File: src/ipb_cfg.svh
// constants for the interrupt priority bank: offsets, field positions, reset values
// assumes inclusion by the design modules and the test bench; 32-bit apb, word aligned
//
// Contract
// field code 111 means priority level 7, the highest level
// field code 001 means level 1; binary value equals the level
// field code 000 disables the source; it never requests service
// unimplemented bits always read zero and hold no state
// every implemented priority bit is readable and writable, reads last written
// every implemented field resets to 100, priority level 4
// first register: change 14-12, comparator 10-8, i2c master 6-4, i2c slave 2-0
// second register: capture 8 at 14-12, capture 7 at 10-8, ext irq1 2-0
// third register: timer 4 at 14-12, compare 4 at 10-8, compare 3 6-4
// fourth register: uart tx 14-12, uart rx 10-8, ext irq2 6-4, timer5 2-0
// fifth register: bits 15-7 unused, spi event 6-4, spi fault 2-0
// sixth register: capture 5 at 14-12, capture 4 10-8, capture 3 6-4
// fields drive arbitration continuously; writes take effect next clock edge
`ifndef IPB_CFG_SVH
`define IPB_CFG_SVH
`define IPB_OFS_CHG_CMP_I2C 12'h000
`define IPB_OFS_CAP78_EXT1 12'h004
`define IPB_OFS_TMR4_CMP34 12'h008
`define IPB_OFS_SER2_EXT2_TMR5 12'h00C
`define IPB_OFS_SPI2 12'h010
`define IPB_OFS_CAP345 12'h014
`define IPB_FLD_HI 12
`define IPB_FLD_MH 8
`define IPB_FLD_ML 4
`define IPB_FLD_LO 0
`define IPB_PRIO_RESET 3'h4
`define IPB_MASK_FULL 16'h7777
`define IPB_MASK_NO_ML 16'h7707
`define IPB_MASK_NO_LO 16'h7770
`define IPB_MASK_LOW2 16'h0077
`define IPB_PRIO_MAX 3'h7
`define IPB_PRIO_OFF 3'h0
`endif

File: src/ipb_pkg.sv
// types for the interrupt priority bank
// assumes the cfg header supplies the numbers
package ipb_pkg;
   typedef logic [2:0] ipb_prio_t;
   typedef struct packed {
      ipb_prio_t inputChange;
      ipb_prio_t comparator;
      ipb_prio_t i2cFirstMaster;
      ipb_prio_t i2cFirstSlave;
      ipb_prio_t captureCh8;
      ipb_prio_t captureCh7;
      ipb_prio_t externalIrq1;
      ipb_prio_t timerFour;
      ipb_prio_t compareCh4;
      ipb_prio_t compareCh3;
      ipb_prio_t serialSecondTx;
      ipb_prio_t serialSecondRx;
      ipb_prio_t externalIrq2;
      ipb_prio_t timerFive;
      ipb_prio_t spiSecondEvent;
      ipb_prio_t spiSecondFault;
      ipb_prio_t captureCh5;
      ipb_prio_t captureCh4;
      ipb_prio_t captureCh3;
   } ipb_prio_bank_t;
   typedef struct packed {
      logic [1:0] level;
      logic enabled;
   } ipb_unused_t;
endpackage

File: src/ipb_prio_reg.sv
// one 16-bit priority register of four 3-bit fields with a mask of implemented fields
// assumes a one-cycle write strobe from the apb decoder on the same clock
`timescale 1ns/10ps
`include "ipb_cfg.svh"
module ipb_prio_reg #(
   parameter logic [15:0] MASK = `IPB_MASK_FULL
) (
   input wire logic clk,
   input wire logic rst,
   input wire logic wrEn,
   input wire logic [15:0] wrData,
   output logic [15:0] value
);
   logic [15:0] value_reg;
   localparam logic [15:0] RESET_VAL = {1'b0, `IPB_PRIO_RESET, 1'b0, `IPB_PRIO_RESET,
      1'b0, `IPB_PRIO_RESET, 1'b0, `IPB_PRIO_RESET} & MASK;
   always_ff @(posedge clk or posedge rst)
   begin
      if (rst)
         value_reg <= RESET_VAL;
      else if (wrEn)
         value_reg <= wrData & MASK;
   end
   assign value = value_reg & MASK;
endmodule

File: src/ipb_bank.sv
// interrupt priority bank: six priority registers on an apb slave
// assumes apb master on clk; fields feed arbitration logic outside this block
`timescale 1ns/10ps
`include "ipb_cfg.svh"
module ipb_bank (
   input wire logic clk,
   input wire logic rst,
   input wire logic psel,
   input wire logic penable,
   input wire logic pwrite,
   input wire logic [11:0] paddr,
   input wire logic [31:0] pwdata,
   input wire logic [3:0] pstrb,
   output logic pready,
   output logic pslverr,
   output logic [31:0] prdata,
   output ipb_pkg::ipb_prio_bank_t prio,
   output logic [18:0] srcEnabled
);
   logic [5:0] sel;
   logic [5:0] wrEn;
   logic [15:0] wrData [6];
   logic [15:0] regVal [6];
   logic [31:0] prdata_reg;
   logic [31:0] prdata_next;
   logic pslverr_reg;
   logic unmapped;
   logic access;

   function automatic logic [15:0] merge(input logic [15:0] old, input logic [31:0] d, input logic [3:0] s);
      merge = {s[1] ? d[15:8] : old[15:8], s[0] ? d[7:0] : old[7:0]};
   endfunction

   function automatic logic prioOn(input ipb_pkg::ipb_prio_t p);
      prioOn = (p != `IPB_PRIO_OFF);
   endfunction

   assign access = psel && penable;
   always_comb
   begin
      sel = 6'h00;
      if (paddr == `IPB_OFS_CHG_CMP_I2C)
         sel = 6'h01;
      else if (paddr == `IPB_OFS_CAP78_EXT1)
         sel = 6'h02;
      else if (paddr == `IPB_OFS_TMR4_CMP34)
         sel = 6'h04;
      else if (paddr == `IPB_OFS_SER2_EXT2_TMR5)
         sel = 6'h08;
      else if (paddr == `IPB_OFS_SPI2)
         sel = 6'h10;
      else if (paddr == `IPB_OFS_CAP345)
         sel = 6'h20;
   end
   assign unmapped = (sel == 6'h00);

   genvar g;
   generate
      for (g = 0; g < 6; g++)
      begin : gReg
         localparam logic [15:0] M = (g == 1) ? `IPB_MASK_NO_ML :
                                     (g == 2 || g == 5) ? `IPB_MASK_NO_LO :
                                     (g == 4) ? `IPB_MASK_LOW2 : `IPB_MASK_FULL;
         assign wrEn[g] = access && pwrite && sel[g];
         assign wrData[g] = merge(regVal[g], pwdata, pstrb);
         ipb_prio_reg #(.MASK(M)) uReg (
            .clk(clk),
            .rst(rst),
            .wrEn(wrEn[g]),
            .wrData(wrData[g]),
            .value(regVal[g])
         );
      end
   endgenerate

   always_comb
   begin
      prdata_next = 32'h0000_0000;
      for (int i = 0; i < 6; i++)
      begin
         if (sel[i])
            prdata_next = {16'h0000, regVal[i]};
      end
   end

   always_ff @(posedge clk or posedge rst)
   begin
      if (rst)
         prdata_reg <= 32'h0000_0000;
      else if (psel && !penable && !pwrite)
         prdata_reg <= prdata_next;
   end

   always_ff @(posedge clk or posedge rst)
   begin
      if (rst)
         pslverr_reg <= 1'b0;
      else if (psel && !penable)
         pslverr_reg <= unmapped;
   end

   assign pready = 1'b1;
   assign prdata = prdata_reg;
   assign pslverr = access && pslverr_reg;


   assign prio.inputChange = regVal[0][`IPB_FLD_HI +: 3];
   assign prio.comparator = regVal[0][`IPB_FLD_MH +: 3];
   assign prio.i2cFirstMaster = regVal[0][`IPB_FLD_ML +: 3];
   assign prio.i2cFirstSlave = regVal[0][`IPB_FLD_LO +: 3];

   assign prio.captureCh8 = regVal[1][`IPB_FLD_HI +: 3];
   assign prio.captureCh7 = regVal[1][`IPB_FLD_MH +: 3];
   assign prio.externalIrq1 = regVal[1][`IPB_FLD_LO +: 3];

   assign prio.timerFour = regVal[2][`IPB_FLD_HI +: 3];
   assign prio.compareCh4 = regVal[2][`IPB_FLD_MH +: 3];
   assign prio.compareCh3 = regVal[2][`IPB_FLD_ML +: 3];

   assign prio.serialSecondTx = regVal[3][`IPB_FLD_HI +: 3];
   assign prio.serialSecondRx = regVal[3][`IPB_FLD_MH +: 3];
   assign prio.externalIrq2 = regVal[3][`IPB_FLD_ML +: 3];
   assign prio.timerFive = regVal[3][`IPB_FLD_LO +: 3];

   assign prio.spiSecondEvent = regVal[4][`IPB_FLD_ML +: 3];
   assign prio.spiSecondFault = regVal[4][`IPB_FLD_LO +: 3];

   assign prio.captureCh5 = regVal[5][`IPB_FLD_HI +: 3];
   assign prio.captureCh4 = regVal[5][`IPB_FLD_MH +: 3];
   assign prio.captureCh3 = regVal[5][`IPB_FLD_ML +: 3];

   // priority values pass straight through: level equals code, 1 lowest, 7 highest
   always_comb
   begin
      for (int k = 0; k < 19; k++)
         srcEnabled[k] = prioOn(prio[k*3 +: 3]);
   end

   property p_resetLevel;
      @(posedge clk) $fell(rst) |-> (prio == {19{`IPB_PRIO_RESET}});
   endproperty
   a_resetLevel: assert property (p_resetLevel) else $error("field not at level 4 after reset");

   property p_unusedZero;
      @(posedge clk) disable iff (rst) (regVal[4][15:7] == 9'h000) && (regVal[1][7:3] == 5'h00);
   endproperty
   a_unusedZero: assert property (p_unusedZero) else $error("unimplemented bits not zero");

   property p_writeTakes;
      @(posedge clk) disable iff (rst)
      (access && pwrite && sel[0] && pstrb[1:0] == 2'b11) |=> (regVal[0] == ($past(pwdata[15:0]) & `IPB_MASK_FULL));
   endproperty
   a_writeTakes: assert property (p_writeTakes) else $error("write not taken next edge");

   property p_hold;
      @(posedge clk) disable iff (rst) !wrEn[3] |=> $stable(regVal[3]);
   endproperty
   a_hold: assert property (p_hold) else $error("register changed without write");

   property p_disable;
      @(posedge clk) disable iff (rst) (prio.timerFive == `IPB_PRIO_OFF) |-> !srcEnabled[5];
   endproperty
   a_disable: assert property (p_disable) else $error("disabled source enabled");

   property p_maxLevel;
      @(posedge clk) disable iff (rst) (prio.inputChange == `IPB_PRIO_MAX) |-> srcEnabled[18];
   endproperty
   a_maxLevel: assert property (p_maxLevel) else $error("level 7 not enabled");

   property p_lowLevel;
      @(posedge clk) disable iff (rst) (prio.captureCh3 == 3'h1) |-> srcEnabled[0];
   endproperty
   a_lowLevel: assert property (p_lowLevel) else $error("level 1 not enabled");

   property p_field;
      @(posedge clk) disable iff (rst) prio.spiSecondEvent == regVal[4][6:4];
   endproperty
   a_field: assert property (p_field) else $error("spi event field misplaced");
endmodule

File: config.mk
export PLATFORM = sky130hd
export DESIGN_NAME = ipb_bank
export DESIGN_NICKNAME = d
export VERILOG_FILES = /design/src/ipb_pkg.sv /design/src/ipb_prio_reg.sv /design/src/ipb_bank.sv
export VERILOG_INCLUDE_DIRS = /design/src /design/src/src
export SDC_FILE = /design/constraint.sdc
export NUM_CORES = 1
export LEC_CHECK = 0
export BUFFER_PORTS_ARGS = -buffer_cell sky130_fd_sc_hd__buf_2
export CORE_MARGIN = 2
export CORE_UTILIZATION = 45
export CTS_BUF_LIST = sky130_fd_sc_hd__clkbuf_2
export DETAILED_ROUTE_END_ITERATION = 6
export PLACE_DENSITY = 0.86
export SETUP_SLACK_MARGIN = 0.3
export SLEW_MARGIN = 10
export SYNTH_ARGS = -nofsm -noshare
export SYNTH_HDL_FRONTEND = slang
export SYNTH_SLANG_ARGS = --single-unit
File: constraint.sdc
create_clock -name clk -period 2.44 [get_ports clk]
set_input_delay 0.244 -clock clk [delete_from_list [all_inputs] [get_ports clk]]
set_output_delay 0.244 -clock clk [all_outputs]
set_load 0.01 [all_outputs]
Yosys cells after proc, flatten, opt, wreduce, memory -nomap -nowiden
Index checks and enable logic that the tools add are counted.
Widths: inputs -> output; s select.
{"block": "classes", "n_eq_ne": 5, "n_mux": 12, "n_reduce_logical": 45}
{"op": "$mux 32", "n": 5}
{"op": "$reduce_bool 3->1", "n": 19}
{"op": "$mux 6", "n": 6}
{"op": "$eq 12x4->1 const B", "n": 2}
{"op": "$eq 12x5->1 const B", "n": 2}
{"op": "$reduce_and 2->1", "n": 11}
{"op": "$mux 15", "n": 1}
{"op": "$eq 12x3->1 const B", "n": 1}
{"op": "$logic_not 12->1", "n": 1}
{"op": "$logic_and 1x1->1", "n": 11}
{"op": "$logic_not 6->1", "n": 1}
{"op": "$logic_not 1->1", "n": 2}
{"block": "totals", "register_bits": 90, "in_bits": 53, "output_inout_bits": 110, "elab_cells": 75}

Depth between registers and ports, before layout
{"block": "logic_depth", "depth_word": 13, "ltp_mapped": 6}

By module
Synthesis repeated with hierarchy kept, for this count alone.
{"block": "unflattened", "hier_cells": 603, "hier_area_um2": 5502.8}
{"mod": "ipb_bank", "instances": 1, "cells_each": 432, "area_per_inst_um2": 2806.4, "seq_area_each_um2": 425.4}
{"mod": "ipb_prio_reg (gReg[1].uReg ...)", "instances": 3, "cells_each": 28, "area_per_inst_um2": 435.4, "seq_area_each_um2": 229.0}
{"mod": "ipb_prio_reg (gReg[0].uReg ...)", "instances": 2, "cells_each": 31, "area_per_inst_um2": 526.8, "seq_area_each_um2": 305.3}
{"mod": "ipb_prio_reg (gReg[4].uReg)", "instances": 1, "cells_each": 25, "area_per_inst_um2": 336.6, "seq_area_each_um2": 152.6}

Worst setup path after synthesis
Ideal clock, no wire load.
{"block": "synth_timing", "kind": "in2reg", "start": "input port paddr[9]", "end": "register gReg[5].uReg.value_reg[12]", "setup_ns": 0.128, "arrival_ns": 1.989, "required_ns": 2.312, "path_slack_ns": 0.324, "path_stages": 6, "n_path_buf": 2, "path_cell_list": "or4_1 buf_2 or4_1 buf_2 nor2_8 mux2_1"}
{"block": "synth_via", "elab_chain_len": 9, "word_cells_on_any_way": 14}
{"item": "start: declaration", "line": "ipb_bank.sv:11", "text": "input wire logic [11:0] paddr,"}
{"item": "$eq 12x5->1 (no line)"}
{"item": "$mux 6", "line": "ipb_bank.sv:52", "text": "else if (paddr == `IPB_OFS_CAP345)"}
{"item": "$mux 6", "line": "ipb_bank.sv:50", "text": "else if (paddr == `IPB_OFS_SPI2)"}
{"item": "$mux 6", "line": "ipb_bank.sv:48", "text": "else if (paddr == `IPB_OFS_SER2_EXT2_TMR5)"}
{"item": "$mux 6", "line": "ipb_bank.sv:46", "text": "else if (paddr == `IPB_OFS_TMR4_CMP34)"}
{"item": "$mux 6", "line": "ipb_bank.sv:44", "text": "else if (paddr == `IPB_OFS_CAP78_EXT1)"}
{"item": "$mux 6 *", "line": "ipb_bank.sv:42", "text": "if (paddr == `IPB_OFS_CHG_CMP_I2C)"}
{"item": "$logic_and 1x1->1 *", "line": "ipb_bank.sv:64", "text": "assign wrEn[g] = access && pwrite && sel[g];"}
{"item": "$reduce_and 2->1 (no line) *"}
{"item": "end signal: assignment", "line": "ipb_prio_reg.sv:22", "text": "value_reg <= wrData & MASK;"}
{"item": "end: declaration", "line": "ipb_prio_reg.sv:14", "text": "logic [15:0] value_reg;"}
Every way passes the cells marked *; elsewhere a longest branch is shown, timed or not.
A chain may end at the register's enable or synchronous reset.

Final worst setup path
Ends and elaborated chain as after synthesis.

==> results list <==
- Routability Congestion: 0.939
- Crit share post-route: 76.3%
* Average wire length per cell after detail routing: roughly 17 um
- Die height: roughly 95 um
* R2R depth: 3
- In this run the top signal layer used is met4.
* Critical Path Most Common Cell: sky130_fd_sc_hd__or4_1
- The signal on the critical path passes through buf_2 > or4_1 > or4_1 > nor2_8 > mux2_1.
- Mean Syn Cell Area: between 10 and 15 um2
* Max Transition Viols Final: 0
* H-tree level count: 3
- Die width: 95.0 um
- For the final database, setup skew stands at approximately 0.014 ns.
- Count of nets after finishing: ~510
* Number of vias after detailed routing: slightly above 3,000
* Area share of the leading cell type in the synthesized netlist: about a third
- Kind of start point of the critical path: input port
* Clock Pin Slew Worst Setup and Hold Paths: 0.19 ns
* Leading cell types in the layout, fill and taps excluded: 119 x sky130_fd_sc_hd__buf_2, 51 x sky130_fd_sc_hd__dfrtp_1, 37 x sky130_fd_sc_hd__mux2_1
- Origin of the critical flop-to-flop path: gReg[3].uReg.value_reg[13]
- The slowest stage of the critical path belongs to the cell sky130_fd_sc_hd__or4_1.
* Final WL: just under 10 mm
- Max Buffers Root-to-Sink: 2
- After floorplanning, the core was sized to cover 8130 um2.
* Unrepaired setup endpoints after global routing: no
- The Yosys step of the flow raised 0 warnings.
* End point of the most critical hold path: gReg[2].uReg.value_reg[5]
- Gate count of the mapped netlist: about 320
- The synthesized design contains 70 register bits.
- ~160 I/O pins were placed.
* Post-synthesis sequential area ratio: 47.7%
- Number of CTS-inserted buffers: 9
- DRC Markers: 0
- Via-to-Cell Ratio: approximately 5.5
- Number of nets still failing antenna checks after routing: 0
- Counting flops with a built-in enable in the synthesized netlist gives 0.
- In the detailed route, the total length drawn on met2 is 4.65 mm.
- Post-CTS repair changed the size of 0 cells.
- For the final routed database, the setup TNS stands at 0 ns.
* Startpoint of the worst hold path: pwdata[5]
* Share of post-route cells with drive strength above 1: between 40 and 50%
* Number of search-and-repair iterations in the first detailed-routing pass: 4
- Wire length of the first global-routing pass: approximately 15 mm
- Register-to-register setup slack: 1.17 ns
* Biggest fanout along the worst timing path: 6
- Endpoint of the most critical register-to-register path: prdata[13]
* Top_reg_cell synth: sky130_fd_sc_hd__dfrtp_1
- Compared with the post-synthesis result, the final layout area differs by 23.9%.
- The floorplan step defined a die boundary enclosing around 9000 um2.
* Maximum number of pins on one net before global-route repair: 71
- For this configuration, the core starts out at a cell density of 45.8%.
* Minimum setup slack after placement: a little under 0.04 ns
- Min Tclk post-route: roughly 1.9 ns
* Number of antenna violations at the first check in global routing: 0
- Detail Route met3 WL: just over 700 um
* Clock net sink count: 70
- After synthesis the cells add up to around 3700 um2.
- In this run, the number of DRC markers left after iteration 0 of detailed routing was about 150.
* Critical path data arrival time: 2.27 ns
* Post-detail-place hpwl: between 7 and 8 mm
- The worst setup path is of the input port to register kind.
- Number of hold violations in the final report: 0
- After detailed routing, the wire length on met1 is between 4 and 5 mm.
* Req. time, crit path: between 2 and 3 ns
* Largest stage delay, worst path: 0.71 ns
- Fraction of registers with async set/reset: 100%
- Cell taking the most area after synthesis: sky130_fd_sc_hd__dfrtp_1
- Slew Limit Headroom: a little over two fifths
* Via count of the first global-routing pass: ~3,000
- Yosys attributes the largest share of cell area to sky130_fd_sc_hd__dfrtp_1 34%, sky130_fd_sc_hd__dfstp_2 13%, sky130_fd_sc_hd__mux2_1 11%, sky130_fd_sc_hd__mux2_2 5.7%, sky130_fd_sc_hd__buf_4 4.2%.
- IR analysis of the VDD net gives a maximum drop of 0.000280 V.
- Flip-flop count of the largest register after layout: 57
- For the pin with the worst max-slew slack, the measured transition is about 0.86 ns.
- After layout, the design draws a total of about 2100 uW.
- The number of different library cells used by synthesis comes to between 50 and 60.
- Ant diodes: 0
- In the global route stage, overall resource usage came out at roughly 22%.
- Input and output buffers added on the ports amount to approximately 120.
- At the later pin of the worst-skew pair, clock insertion delay measures between 0.5 and 0.6 ns.
- Number of instances on the worst hold path: 2
- In this run the power density over the cells is 452 nW/um2.
- Minimum setup slack in the final design: a little under 0.6 ns
- Leftover overflow at the end of global routing: 0
- Status: finished, final reports clean
* Leading cell type in the layout, fill and taps excluded: sky130_fd_sc_hd__buf_2
* Highest attainable clock frequency: between 0.5 and 0.6 GHz
- TritonCTS built the clock tree.
- Number of cell rows: 33
- Setup violations remaining at the end of the flow were counted as 0.
- Max-cap violations in this run came to 0.
* Worst setup EP type: register
* CTS Root Cell: sky130_fd_sc_hd__clkbuf_2
- In this run the worst hold path is classified as input port to register.
- The analysis attributes to cell leakage a power of around 0.0025 uW.
worst max-delay path by stage:
stage             start  cells after the start  slack [ns]                         end
2_1_floorplan  paddr[9]                      6        0.32  gReg[5].uReg.value_reg[12]
3_3_place_gp   paddr[9]                      5        0.09  gReg[5].uReg.value_reg[13]
3_5_place_dp   paddr[9]                      5        0.04  gReg[5].uReg.value_reg[12]
4_1_cts        paddr[9]                      5        0.61  gReg[5].uReg.value_reg[12]
5_1_grt        paddr[9]                      5        0.55  gReg[5].uReg.value_reg[12]
6_report       paddr[9]                      5        0.58  gReg[5].uReg.value_reg[12]
synthesized netlist by cell type (all sizes together), types with 5 or more instances:
cell type	instances
mux2	62
dfrtp	51
buf	28
or3	22
nand2	20
dfstp	19
o21ai	12
nor2	10
nand3	9
nor4	9
mux2i	8
clkbuf	6
a21oi	5
o211ai	5
cell families after synthesis:
group / count (synthesis) / share of synthesized area (%)
other: 2 / 0.202
DFF: 70 / 47.7
muxes: 70 / 21.5
AOI/OAI and AO/OA: 46 / 8.40
and+or+nand+nor: 92 / 16.1
buffers and inverters: 37 / 6.05
metrics by stage:
stage / utilization (%) / std cells / hold WS [ns] / area [um2]
2_1_floorplan: - / 336 / 0.376 / 3790
3_3_place_gp: 54.1 / 538 / 0.461 / 4400
3_5_place_dp: 54.1 / 538 / 0.464 / 4400
4_1_cts: 56.3 / 559 / 0.00124 / 4580
5_1_grt: 56.7 / 562 / 0.00146 / 4610
6_report: 56.7 / 562 / 0.0263 / 4610
metal layers:
| layer | vias to the layer above | global-route usage [%] |
|---|---|---|
| met1 | 1513 | 29.5 |
| met5 | - | 0 |
| met2 | 144 | 34.0 |
| met3 | 20 | 4.23 |
| li1 | 1398 | - |
| met4 | 0 | 10.9 |
critical path, delay by kind of cell:
kind,cells,cell delay [ns]
mux,1,0.35
simple gates,3,1.56
buf+inv,1,0.11
cell type report:
type	count	area (um2)
Sequential cell	70	1780
Multi-Input combinational cell	229	1790
Inverter	3	11.3
Fill cell	692	3520
Timing Repair Buffer	139	766
Clock inverter	7	88.8
Tap cell	105	131
Clock buffer	9	45.0
report_power, final:
group	internal, uW	switching (uW)
Sequential	1170	1.53
Combinational	52.9	113
Clock	332	418
Total	1550	533
repair_timing:
action	in CTS	in global routing
endpoints found under the hold margin	60	6
hold buffers	5	3
setup buffers	0	0
Note: power is estimated with default switching activity, not from simulation.
